### src/common/press_pkg.sv
// Constants and types shared by the press contact monitor.
// Assumes a single 10 MHz scan clock.
package press_pkg;
  localparam int CLK_PERIOD_NS = 100;
  localparam int TICK_PERIOD_NS = 1_000_000;
  localparam int TICK_CYCLES = TICK_PERIOD_NS / CLK_PERIOD_NS;
  localparam int MIN_PULSE_SHORT_MS = 100;
  localparam int MIN_PULSE_LONG_MS = 350;
  localparam int MAX_PULSE_MS = 30_000;
  // Bit positions inside the synchroniser vectors
  localparam int IN_TOP = 0;
  localparam int IN_BOT = 1;
  localparam int IN_RESTART = 2;
  localparam int IN_PEN = 3;
  localparam logic [3:0] SYNC_RESET = 4'h0;
  localparam logic [1:0] RSYNC_RESET = 2'h0;
  typedef enum logic [1:0] {
    MODE_RUN = 2'b00,
    MODE_SUSPEND = 2'b01,
    MODE_FAULT = 2'b10
  } mode_t;
  localparam mode_t MODE_RESET = MODE_SUSPEND;
endpackage

### src/common/restart_if.sv
// Carrier between the sequence monitor and its restart pulse timer.
// Assumes both ends run on the same scan clock.
interface restart_if;
  logic ce;
  logic rst_sync_n;
  logic level;
  logic present;
  logic long_min;
  logic accept;
  modport timer (
    input ce,
    input rst_sync_n,
    input level,
    input present,
    input long_min,
    output accept
  );
  modport monitor (
    output ce,
    output rst_sync_n,
    output level,
    output present,
    output long_min,
    input accept
  );
endinterface

### src/press_contact_sequence_monitor.sv
// Press contact sequence monitor with ramp-down check and re-arm.
// Assumes contacts, restart and enable-in arrive from pins; start is
// an internal drive command on mclk; config inputs are static.

module press_contact_sequence_monitor
  import press_pkg::*;
#(
  parameter int TICKS = TICK_CYCLES,
  parameter int MAX_MS = MAX_PULSE_MS
)
(
  input wire logic mclk,
  input wire logic rst_n,
  input wire logic ce,
  input wire logic start,
  input wire logic restart,
  input wire logic top_position_contact,
  input wire logic bottom_position_contact,
  input wire logic press_enable_in,
  input wire logic restart_present,
  input wire logic long_min_pulse,
  output logic press_enable,
  output logic top_zone,
  output logic startup_zone,
  output logic rearm_request,
  output logic sequence_fault,
  output logic rampdown_fault,
  output logic error_flag
);
  typedef struct packed {
    logic [3:0] s1;
    logic [3:0] s2;
    logic [3:0] prev;
    mode_t mode;
    logic top_zone;
    logic startup_zone;
    logic seq_fault;
    logic ramp_fault;
    logic rearm;
    logic press_enable;
    logic error_flag;
    logic start_prev;
    logic start_seen;
  } mon_t;

  mon_t r_reg;
  mon_t r_next;
  logic [1:0] rsync_reg;
  logic rst_sync_n;
  logic t;
  logic b;
  logic pen;
  logic t_rise;
  logic t_fall;
  logic b_rise;
  logic b_fall;
  logic st_rise;
  logic seen_now;
  logic viol_seq;
  logic viol_ramp;

  restart_if rif ();

  // Reset is released synchronously so all state leaves reset together
  always_ff @(posedge mclk or negedge rst_n)
  begin
    if (!rst_n)
      rsync_reg <= RSYNC_RESET;
    else
      rsync_reg <= {rsync_reg[0], 1'b1};
  end
  assign rst_sync_n = rsync_reg[1];

  assign rif.ce = ce;
  assign rif.rst_sync_n = rst_sync_n;
  assign rif.level = r_reg.s2[IN_RESTART];
  assign rif.present = restart_present;
  assign rif.long_min = long_min_pulse;

  restart_pulse_timer #(
    .TICKS(TICKS),
    .MAX_MS(MAX_MS)
  ) u_timer (
    .mclk(mclk),
    .rif(rif)
  );

  // Edges compare each synchronised sample with the one before
  assign t = r_reg.s2[IN_TOP];
  assign b = r_reg.s2[IN_BOT];
  assign pen = r_reg.s2[IN_PEN];
  assign t_rise = t & ~r_reg.prev[IN_TOP];
  assign t_fall = ~t & r_reg.prev[IN_TOP];
  assign b_rise = b & ~r_reg.prev[IN_BOT];
  assign b_fall = ~b & r_reg.prev[IN_BOT];
  // Start is a same-clock drive command, so it is used unsynchronised
  assign st_rise = start & ~r_reg.start_prev;
  assign seen_now = r_reg.start_seen | (r_reg.top_zone & st_rise);

  always_comb
  begin
    r_next = r_reg;
    r_next.s1 = {press_enable_in, restart, bottom_position_contact,
                 top_position_contact};
    r_next.s2 = r_reg.s1;
    r_next.prev = r_reg.s2;
    r_next.start_prev = start;
    viol_seq = 1'b0;
    viol_ramp = 1'b0;
    case (r_reg.mode)
      MODE_RUN:
      begin
        if (!pen)
          r_next.mode = MODE_SUSPEND;
        else
        begin
          viol_seq = (t_rise & ~b) | (t_fall & b)
                   | (b_rise & t) | (b_fall & ~t);
          r_next.start_seen = seen_now;
          if (t_fall && r_reg.top_zone)
          begin
            viol_ramp = ~(seen_now | start);
            r_next.start_seen = 1'b0;
          end
          if (t_rise)
          begin
            r_next.top_zone = 1'b1;
            r_next.startup_zone = 1'b0;
          end
          if (t_fall)
            r_next.top_zone = 1'b0;
          if (b_rise)
            r_next.startup_zone = 1'b1;
          if (viol_seq || viol_ramp)
          begin
            r_next.seq_fault = r_reg.seq_fault | viol_seq;
            r_next.ramp_fault = r_reg.ramp_fault | viol_ramp;
            r_next.rearm = 1'b1;
            r_next.top_zone = 1'b0;
            r_next.startup_zone = 1'b0;
            r_next.mode = MODE_FAULT;
          end
        end
      end
      MODE_SUSPEND:
      begin
        // Resume from the contact levels as they stand now
        if (pen)
        begin
          r_next.mode = MODE_RUN;
          r_next.top_zone = t;
          r_next.startup_zone = b & ~t;
          r_next.start_seen = 1'b0;
        end
      end
      MODE_FAULT:
      begin
        // Timer never accepts while the restart input is absent
        if (rif.accept)
        begin
          r_next.seq_fault = 1'b0;
          r_next.ramp_fault = 1'b0;
          r_next.rearm = 1'b0;
          r_next.mode = MODE_SUSPEND;
        end
      end
      default:
      begin
        r_next.rearm = 1'b1;
        r_next.mode = MODE_FAULT;
      end
    endcase
    r_next.press_enable = (r_next.mode == MODE_RUN) &
                          ~r_next.rearm;
    r_next.error_flag = r_next.seq_fault | r_next.ramp_fault;
  end

  always_ff @(posedge mclk or negedge rst_sync_n)
  begin
    if (!rst_sync_n)
    begin
      r_reg <= '0;
      r_reg.s1 <= SYNC_RESET;
      r_reg.mode <= MODE_RESET;
    end
    else if (ce)
      r_reg <= r_next;
  end

  assign press_enable = r_reg.press_enable;
  assign top_zone = r_reg.top_zone;
  assign startup_zone = r_reg.startup_zone;
  assign rearm_request = r_reg.rearm;
  assign sequence_fault = r_reg.seq_fault;
  assign rampdown_fault = r_reg.ramp_fault;
  assign error_flag = r_reg.error_flag;
endmodule

### src/restart_pulse_timer.sv
// Times high pulses on the synchronised restart level in milliseconds.
// Assumes level is already synchronised to mclk.
module restart_pulse_timer
  import press_pkg::*;
#(
  parameter int TICKS = TICK_CYCLES,
  parameter int MAX_MS = MAX_PULSE_MS
)
(
  input wire logic mclk,
  restart_if.timer rif
);
  localparam int PW = $clog2(TICKS);
  localparam int CW = $clog2(MAX_MS + 2);

  typedef struct packed {
    logic [PW-1:0] pre;
    logic [CW-1:0] cnt;
    logic prev;
    logic armed;
    logic high_ok;
    logic accept;
  } tim_t;

  tim_t r_reg;
  tim_t r_next;
  logic [CW-1:0] min_ms;

  assign min_ms = rif.long_min ? CW'(MIN_PULSE_LONG_MS)
                               : CW'(MIN_PULSE_SHORT_MS);
  assign rif.accept = r_reg.accept;

  always_comb
  begin
    r_next = r_reg;
    r_next.prev = rif.level;
    r_next.accept = 1'b0;
    // Only a high that followed an observed low counts as a pulse
    r_next.armed = r_reg.armed | ~rif.level;
    if (rif.level && !r_reg.prev)
    begin
      r_next.high_ok = r_reg.armed;
      // The rising cycle already counts as one cycle of high time
      r_next.pre = PW'(1);
      r_next.cnt = '0;
    end
    else if (rif.level)
    begin
      // Millisecond tick from a cycle prescaler
      if (r_reg.pre == PW'(TICKS - 1))
      begin
        r_next.pre = '0;
        if (r_reg.cnt != CW'(MAX_MS + 1))
          r_next.cnt = r_reg.cnt + 1'b1;
      end
      else
        r_next.pre = r_reg.pre + 1'b1;
    end
    else if (r_reg.prev)
    begin
      r_next.high_ok = 1'b0;
      r_next.cnt = '0;
      // Too short or too long pulses simply fall through here
      r_next.accept = rif.present && r_reg.high_ok &&
                      r_reg.cnt >= min_ms &&
                      r_reg.cnt <= CW'(MAX_MS);
    end
  end

  always_ff @(posedge mclk or negedge rif.rst_sync_n)
  begin
    if (!rif.rst_sync_n)
      r_reg <= '0;
    else if (rif.ce)
      r_reg <= r_next;
  end
endmodule

### config.mk
export PLATFORM = sky130hd
export DESIGN_NAME = press_contact_sequence_monitor
export DESIGN_NICKNAME = d
export VERILOG_FILES = /design/src/common/press_pkg.sv /design/src/common/restart_if.sv /design/src/press_contact_sequence_monitor.sv /design/src/restart_pulse_timer.sv
export SDC_FILE = /design/constraint.sdc
export NUM_CORES = 1
export LEC_CHECK = 0
export BUFFER_PORTS_ARGS = -buffer_cell sky130_fd_sc_hd__buf_2
export CAP_MARGIN = 30
export CORE_AREA = 2 2 108 78
export CTS_BUF_LIST = sky130_fd_sc_hd__clkbuf_4 sky130_fd_sc_hd__clkbuf_8
export DETAILED_ROUTE_END_ITERATION = 7
export DIE_AREA = 0 0 110 80
export MAX_ROUTING_LAYER = met4
export PLACE_DENSITY = 0.55
export SLEW_MARGIN = 20
export SYNTH_ARGS = -nofsm -noshare
export SYNTH_HDL_FRONTEND = slang
export SYNTH_SLANG_ARGS = --single-unit
### constraint.sdc
create_clock -name mclk -period 2.4 [get_ports mclk]
set_input_delay 0.48 -clock mclk [delete_from_list [all_inputs] [get_ports mclk]]
set_output_delay 0.48 -clock mclk [all_outputs]
set_load 0.05 [all_outputs]
==> results of run 1 <==
==> repair_timing <==
action / 4_1_cts / 5_1_grt
buffers inserted: 0 / 0
setup endpoints to repair: 0 / 6
hold buffers: 1 / 0
gates resized for setup: 0 / 1
endpoints found under the hold margin: 2 / 0
==> power by group <==
part / internal [mW] / switching [mW]
Combinational: 0.215 / 0.374
Clock: 0.215 / 0.337
Sequential: 1.07 / 0.137
Total: 1.50 / 0.848
==> how the worst min path moves through the flow <==
stage / startpoint / end / slack (ns) / cells past startpoint
3_3_place_gp: rst_n / rsync_reg[0] / 0.27 / 1
6_report: rsync_reg[1] / u_timer.r_reg[2] / 0.27 / 0
5_1_grt: rsync_reg[1] / u_timer.r_reg[2] / 0.34 / 0
4_1_cts: rsync_reg[1] / r_next[18] / 0.29 / 0
2_1_floorplan: rst_n / rsync_reg[0] / 0.18 / 0
3_5_place_dp: rst_n / rsync_reg[0] / 0.27 / 1
==> area by class of cell <==
type	instances	area share, %
multi-input cells	236	45.4
flip-flops and latches	56	41.4
repair buffers	29	5.32
well taps	101	3.73
clock buffers	5	2.03
inverters	12	1.33
clock inverters	3	0.812
==> routing by layer <==
layer / routed length, µm / vias to the layer above
met5: 0 / -
met4: 38 / 0
met3: 233 / 4
met2: 2640 / 42
met1: 3400 / 1198
li1: - / 1194
==> critical path, delay by kind of cell, from the launching register on <==
| family | cells | cell delay, ns |
|---|---|---|
| AO/OA/AOI/OAI | 1 | 0.19 |
| flip-flops | 1 | 0.41 |
| AND/OR/NAND/NOR | 4 | 1.22 |
| buffers and inverters | 1 | 0.18 |
==> Yosys cell counts, drive strengths merged (2+ instances only) <==
| cell type | number |
|---|---|
| a211o | 2 |
| nand4b | 3 |
| nand3b | 2 |
| a22o | 2 |
| nand2b | 5 |
| nand3 | 19 |
| a31oi | 6 |
| xor2 | 10 |
| a21oi | 22 |
| o21ai | 18 |
| o22a | 2 |
| ha | 13 |
| and4 | 4 |
| nor2b | 3 |
| inv | 12 |
| nand4 | 6 |
| nor3 | 5 |
| o21a | 2 |
| and2 | 3 |
| nor3b | 2 |
| mux2 | 9 |
| or3 | 7 |
| nor2 | 25 |
| a32o | 3 |
| dfrtp | 55 |
| clkbuf | 7 |
| or4 | 7 |
| o31ai | 8 |
| buf | 3 |
| nand2 | 27 |
| and3 | 6 |
==> through the flow <==
step,setup slack (ns),instances,utilization (%)
6_report,0.296,442,43.8
2_1_floorplan,0.431,314,-
4_1_cts,0.164,442,43.7
3_5_place_dp,0.171,433,42.3
5_1_grt,0.104,442,43.8
3_3_place_gp,0.264,433,42.3
==> cell families after synthesis <==
| logic type | Yosys count | share of synthesized area (%) |
|---|---|---|
| other cells | 1 | 0.124 |
| xor+xnor | 11 | 3.17 |
| fa+ha+maj | 13 | 5.36 |
| compound gates | 71 | 14.6 |
| flops | 56 | 46.2 |
| mux | 9 | 3.34 |
| simple gates | 131 | 23.8 |
| buf+inv | 22 | 3.38 |
==> layout by cell type (no fill, tap or decap), types with 2 or more instances in the layout <==
cell,instances
buf_4,12
o22a_1,2
nor3_1,5
nand3_1,18
a21oi_1,22
nand4_1,5
and3_1,6
o21ai_0,18
xor2_1,10
ha_1,13
nand3b_1,2
mux2_2,9
nand2_1,27
nand2b_1,5
o31ai_1,8
dfrtp_1,54
nand4b_1,3
a32o_1,3
nor2_1,25
a22o_1,2
or3_1,6
inv_1,12
o21a_1,2
and2_1,2
a211o_1,2
or4_1,7
and4_1,4
clkbuf_8,5
buf_2,16
nor3b_1,2
a31oi_1,6
nor2b_1,3
==> impl_summary.md, run 1 <==
Outcome
The run finished with clean final reports.

STA
The final hold violation count came to 0. At the pin with the least slew margin, the transition time is 0.559 ns. Based on the critical path, the design can be clocked at up to 475 MHz. The smallest clock period supported by the final layout is computed as 2.10 ns.

The final count of pins violating max slew is 0. The worst slew slack as a fraction of its limit is 62.6%. Setup repair after global routing left no endpoint under its margin. Setup violations remaining at the end of the flow were counted as 0. Between clock sinks in the finished design, the worst skew comes to 0.0147 ns.

The sum of negative setup slack is 0 ns. The worst hold-check slack is 0.266 ns. Dividing the final minimum period by the clock period gives 87.7%.

Setup path
Along the worst path, the maximum fanout reaches 23. The endpoint of the most critical setup path is u_timer.r_reg[5]. The category of the worst setup path launch point is a flop. The category of the critical setup timing path is flop to flop. The data arrival time of the critical path is 2.31 ns.

The launch instance of the worst register-to-register path is u_timer.r_reg[15]. The critical path goes through or4_1 -> nand4b_1 -> nand3_4 -> buf_4 -> nor2_1 -> a32o_1. The setup check on the worst reg-to-reg path leaves a slack of 0.30 ns. For the worst setup path, the data required time is 2.61 ns. The worst setup path startpoint is u_timer.r_reg[15]. The capture point of the worst reg-to-reg path is u_timer.r_reg[5]. The highest cell delay on the worst timing path is 0.56 ns. The slowest stage of the critical path belongs to the cell or4_1. Counting cells, the worst reg-to-reg path comes to 6. STA classifies the critical path endpoint as a flop.

Clock network
After clock tree synthesis, the clock-pin slew on the worst setup and hold paths is 0.11 ns. The number of buffers on the longest clock path is 2. The source-to-sink clock delay at the later pin of the worst-skew pair is 0.32 ns. The buffer cell driving the clock tree root is clkbuf_8. The clock net in this run drives a total of 56 sinks.

The number of buffers created by CTS is 5. The clock tree synthesis step divided the H-tree into 2 levels. The TritonCTS clock tree is done.

Place
The final weighted congestion in routability-driven placement is 0.844. The half-perimeter wire length after placement is 4.64 mm. In this run the tool buffered the top-level ports with 16 buffer cells.

The area after detailed placement is 3280 µm².

Finish
Summing all multi-input logic gate instances after layout gives 1540 µm². In the final layout, the share of cells above drive strength 1 is 16.1%. The register cell area after layout is 1400 µm².

The number of fill cells is 750. The total number of nets in the final design is 363. The area added between synthesis and finish is 11.7%. The number of flip-flops under the largest register name is 32. The number of antenna repair diodes is 0.

The finished cells cover 3390 µm².

Logic synthesis
Synthesis inferred 56 register bits. Each instance of the synthesized netlist takes up on average 9.67 µm². For this run, the leading register cell type out of synthesis is dfrtp_1. The share of synthesized area in the top cell type comes to 45.3%.

After synthesis, the cell types taking the most area are dfrtp_1 (45%), ha_1 (5.4%), a21oi_1 (3.6%). During synthesis, Yosys emitted a total of 0 warnings. The cell area after synthesis is 3040 µm². In this run, distinct cell masters in the synthesized netlist total 53. The number of enable-type register cells in the synthesized netlist is 0. The share of async-settable or async-resettable flops after synthesis is 100%. The number of instances in the synthesized netlist is 314. Synthesis produced a netlist with a net count of 337. The share of the Yosys chip area taken by registers is 46.2%. The largest total area in the synthesized netlist belongs to dfrtp_1.

Detailed routing
After detailed routing, the average wire length per cell comes to 14.3 µm. The detailed router placed 2438 vias in this run. The DRC violation count after routing is 0. The post-route antenna net violation count is 0. For this block, the routed nets add up to 6.31 mm of wire. The detailed router finished its first iteration with 124 violations.

The mean number of vias per cell is 5.52. The number of iterations in the first detailed-routing pass is 4.

Die
The chip width is 110 µm. In this run the core area contains 27 standard-cell rows. The standard cell core area is 7740 µm². Once the floorplan was initialized, standard cells occupied 39.2% of the core.

The die covers 8800 µm². In this run the count of I/O pins placed on the die edge is 17. From bottom edge to top edge, the die measures 80 µm.

Global routing
For this run, global-route usage on met3 was measured as 3.67%. The total overflow left after global routing is 0. met1 is the most crowded layer.

The via count of the first global-routing pass is 2398. The overall routing resource usage is 17.2%. The global routing met1 resource utilization is 24.8%. The first global-routing pass estimated 11.5 mm of wire. The met2 layer usage reported by global route is 24.5%.

The initial antenna violation count is 0. Entering global routing, the biggest net connects 27 pins.

Run
The max-capacitance violation count is 0.

Pwr
VDD sags by at most 0.000461 V. For this design the static power due to leakage is 1.47 nW. The power density over the cells is 693 nW/µm².

The sum of internal, switching and leakage power is 2.35 mW.

Hold path
The type of the tightest min-delay check is flop to async pin.
(Power assumes the default switching activity.)
==> run 2, diff against run 1 <==
--- a/config.mk
+++ b/config.mk
@@ -5,14 +5,17 @@
 export SDC_FILE = /design/constraint.sdc
 export NUM_CORES = 1
 export LEC_CHECK = 0
+export ABC_AREA = 1
 export BUFFER_PORTS_ARGS = -buffer_cell sky130_fd_sc_hd__buf_2
 export CAP_MARGIN = 30
-export CORE_AREA = 2 2 108 78
+export CELL_PAD_IN_SITES_DETAIL_PLACEMENT = 1
+export CELL_PAD_IN_SITES_GLOBAL_PLACEMENT = 1
+export CORE_AREA = 2 2 115 83
 export CTS_BUF_LIST = sky130_fd_sc_hd__clkbuf_4 sky130_fd_sc_hd__clkbuf_8
 export DETAILED_ROUTE_END_ITERATION = 7
-export DIE_AREA = 0 0 110 80
+export DIE_AREA = 0 0 117 85
 export MAX_ROUTING_LAYER = met4
-export PLACE_DENSITY = 0.55
+export PLACE_DENSITY = 0.71
 export SLEW_MARGIN = 20
 export SYNTH_ARGS = -nofsm -noshare
 export SYNTH_HDL_FRONTEND = slang
==> run 2 against run 1 <==
Net effect:
- synthesized cell count is 56% higher
- first-iteration DRC count is 18% higher
- combinational power up 21%
- worst setup slack better by 0.015 ns
- die area rose by 13%
- synthesized area is 14% higher
- register-to-register slack improved by 0.02 ns
- non-clock buffer count fell by 3
- critical path type unchanged
==> impl_summary.md, run 2 <==
Detailed routing
The detailed-route wire length per cell is 14.4 µm (+0.63%). The number of iterations in the first detailed-routing pass came to 4 (unchanged). The post-route antenna net violation count came to 0 (unchanged). The mean number of vias per cell was 5.01 (-9.1%). The via count was 3188 (+31%). The DRC violation count after routing came to 0 (unchanged). The total wire length came to 9.13 mm (+45%). The number of DRC violations after detailed-routing iteration 0 was 146 (+18%).

Setup path
The launch instance of the worst register-to-register path is r_next[13]. The worst setup path is of the flop to flop kind. The category of the worst setup path launch point is a flop. The data arrival time of the critical path is 2.32 ns (about the same). The data required time at the worst endpoint came to 2.63 ns (+0.02 ns). The top fanout value on the critical path is 11 (-52%). The most critical setup path has its startpoint at r_next[13]. The category of the worst setup path capture point is a flop.

Clock network
TritonCTS built the clock tree. The buffer cell driving the clock tree root is clkbuf_8. The source-to-sink clock delay at the later pin of the worst-skew pair came to 0.31 ns (about the same). The number of buffers created by CTS is 5 (unchanged).

The clock slew seen by the registers of the worst setup and hold paths is 0.10 ns (about the same). The count of hold-fix buffers inserted at cts is 1 (unchanged). The number of buffers on the longest clock path is 2 (unchanged). The post-CTS setup-driven buffer insertion count is 0 (unchanged). The H-tree depth was 2 (unchanged). The number of instances resized during post-cts repair came to 0 (unchanged). The sink count of the clock tree is 56 (unchanged).

Logic synthesis
The most used flip-flop cell after synthesis is dfrtp_1. The proportion of netlist area held by the largest area contributor is 39.7% (-5.7 points). The synthesized net count is 514 (+53%). The number of storage elements in the synthesis netlist was 56 (unchanged). The count of synthesis-stage warnings from yosys is 0 (unchanged). dfrtp_1 takes more of the synthesized area than any other cell.

The cell area after synthesis is 3470 µm² (+14%). The number of enable-type register cells in the synthesized netlist is 0 (unchanged). The most repeated cell in the gate-level netlist after synthesis is nand2_1. The share of async-settable or async-resettable flops after synthesis was 100% (unchanged). The number of instances in the synthesized netlist is 491 (+56%). The number of different library cells in the post-synthesis netlist came to 35 (-34%).

The average cell area after synthesis is 7.07 µm² (-27%). The sequential area share after synthesis is 40.4% (-5.8 points). By area the synthesized netlist is led by dfrtp_1 (40%), nand2_1 (16%), nand3_1 (6.6%). Sorting the synthesized cells by how often they occur yields nand2_1 (150), inv_1 (59), dfrtp_1 (55).

Finish
The number of antenna repair diodes is 0 (unchanged). Relative to the synthesized area, the layout overhead comes to 10.4%. The number of flip-flops under the largest register name is 32 (unchanged). The most common cell after layout, fill and taps aside is nand2_1. The total number of nets in the final design came to 534 (+47%). The number of fill cells was 1160 (+55%). The proportion of layout cells with a drive suffix above 1 is 9.38% (-6.8 points).

The core utilization of the finished layout came to 43.1% (-0.70 points). In the layout the commonest cells are nand2_1 (150), inv_1 (59), nor2_1 (54), dfrtp_1 (54), nand3_1 (46).

STA
The smallest setup slack after layout is 0.311 ns (+0.0154 ns). The clock skew is 0.00883 ns (-0.00588 ns). The final hold violation count is 0 (unchanged). The achievable frequency is 479 MHz (+0.74%). The actual transition at the worst max-transition pin is 0.617 ns (+0.0580 ns). The sum of negative setup slack is 0 ns (unchanged). The final count of pins violating max slew is 0 (unchanged).

Setup repair after global routing left no endpoint under its margin. The minimum clock period is 2.09 ns (-0.0154 ns). The final count of negative-setup-slack endpoints was 0 (unchanged). The worst slew slack as a fraction of its limit is 58.9% (-3.7 points).

The portion of the clock cycle consumed by the worst path in the final layout is 87.0% (-0.64 points). The worst hold-check slack is 0.286 ns (+0.0197 ns).

Hold path
The worst hold path belongs to the class flop to async pin.

Die
The number of cell rows was 29 (+7.4%). The floorplan die height is 85 µm (+6.3%). The standard cell core area is 8890 µm² (+15%). The chip width is 117 µm (+6.4%). The die area is 9950 µm² (+13%).

The initial core utilization was 39.0% (-0.19 points). The count of pins on the block boundary is 17 (unchanged).

Global routing
The via count of the first global-routing pass is 3261 (+36%). The most heavily used metal layer in global routing is met1. The global routing met1 resource utilization is 32.4% (+7.6 points). The met2 layer usage reported by global route is 29.6% (+5.0 points).

The overall routing resource usage was 21.3% (+4.1 points). The global routing usage on met3 is 4.29% (+0.61 points). The initial antenna violation count is 0 (unchanged). The maximum number of pins on one net before global-route repair was 29 (+7.4%). The global-route wire length before repair was 16.1 mm (+40%).

The leftover overflow at the end of global routing is 0 (unchanged).

Place
The half-perimeter wire length after placement is 7.21 mm (+55%). The final weighted congestion in routability-driven placement is 0.925 (+9.7%). The worst slack after detailed placement is 0.286 ns (+0.115 ns). The number of buffers inserted by port buffering was 16 (unchanged).

Pwr
The total leakage power is 1.94 nW (+31%). The sum of internal, switching and leakage power came to 2.60 mW (+11%). The peak supply drop is 0.000436 V (-5.5%). The power density over the cells came to 680 nW/µm² (-2.0%).

Run
The max-capacitance violation count is 0 (unchanged).

Outcome
The flow ran to the end, and the final reports show no timing, DRC or antenna violations.
-- run 2: cell count changes after synthesis, moves of 7 or more --
cell,previous run,this run
nor2_1,25,54
o31ai_1,8,0
a21oi_1,22,12
nand2_1,27,150
nand4_1,5,19
mux2_2,9,0
nand3_1,18,46
inv_1,12,59
or4_1,7,0
-- run 2: path summary, 6_finish.rpt --
path / end / slack [ns] / cells past startpoint
min reg2reg: r_next[15] / 0.29 / 0
max reg2reg: u_timer.r_reg[25] / 0.31 / 6
min in group mclk: rsync_reg[1] / 0.37 / 0
min: r_next[15] / 0.29 / 0
max: u_timer.r_reg[25] / 0.31 / 6
max in group asynchronous: u_timer.r_reg[10] / 1.44 / 1
-- run 2: cell type report --
cell class              instances  area (µm²)  share of cell area [%]
multi-input cells             360        1770                    46.2
flip-flops and latches         56        1400                    36.6
inverters                      62         233                    6.07
repair buffers                 26         158                    4.11
well taps                     124         155                    4.05
clock buffers                   7        83.8                    2.19
clock inverters                 1        30.0                   0.784
-- run 2: logic make-up after synthesis --
group | Yosys count | share of synthesized area (%)
and+or+nand+nor | 294 | 37.1
buffers and inverters | 75 | 8.62
DFF | 56 | 40.4
AOI/OAI and AO/OA | 44 | 7.07
adders and majority gates | 13 | 4.69
xor gates and xnor gates | 8 | 2.02
other | 1 | 0.108
-- run 2: per-stage QoR --
step | instances | instance area, µm²
after floorplan | 491 | 3470
after global placement | 627 | 3710
after detailed placement | 627 | 3710
after CTS | 636 | 3830
after global routing | 636 | 3830
final | 636 | 3830
-- run 2: worst max-delay path, cell delays in order (launching register included) --
cell	delay, ns
dfrtp_1	0.54
ha_1	0.35
o21ai_2	0.44
inv_1	0.26
nand2_1	0.17
inv_1	0.11
nor3_1	0.15
-- run 2: per-layer routing --
| metal | vias to the layer above | wire [µm] |
|---|---|---|
| met3 | 4 | 461 |
| met4 | 0 | 54 |
| met1 | 1522 | 4840 |
| met2 | 47 | 3780 |
| li1 | 1615 | - |
| met5 | - | 0 |
-- run 2: where the power goes --
group,total [mW],switching (mW),internal (mW)
sequential,1.26,0.157,1.10
clock,0.633,0.298,0.335
combinational,0.713,0.501,0.212
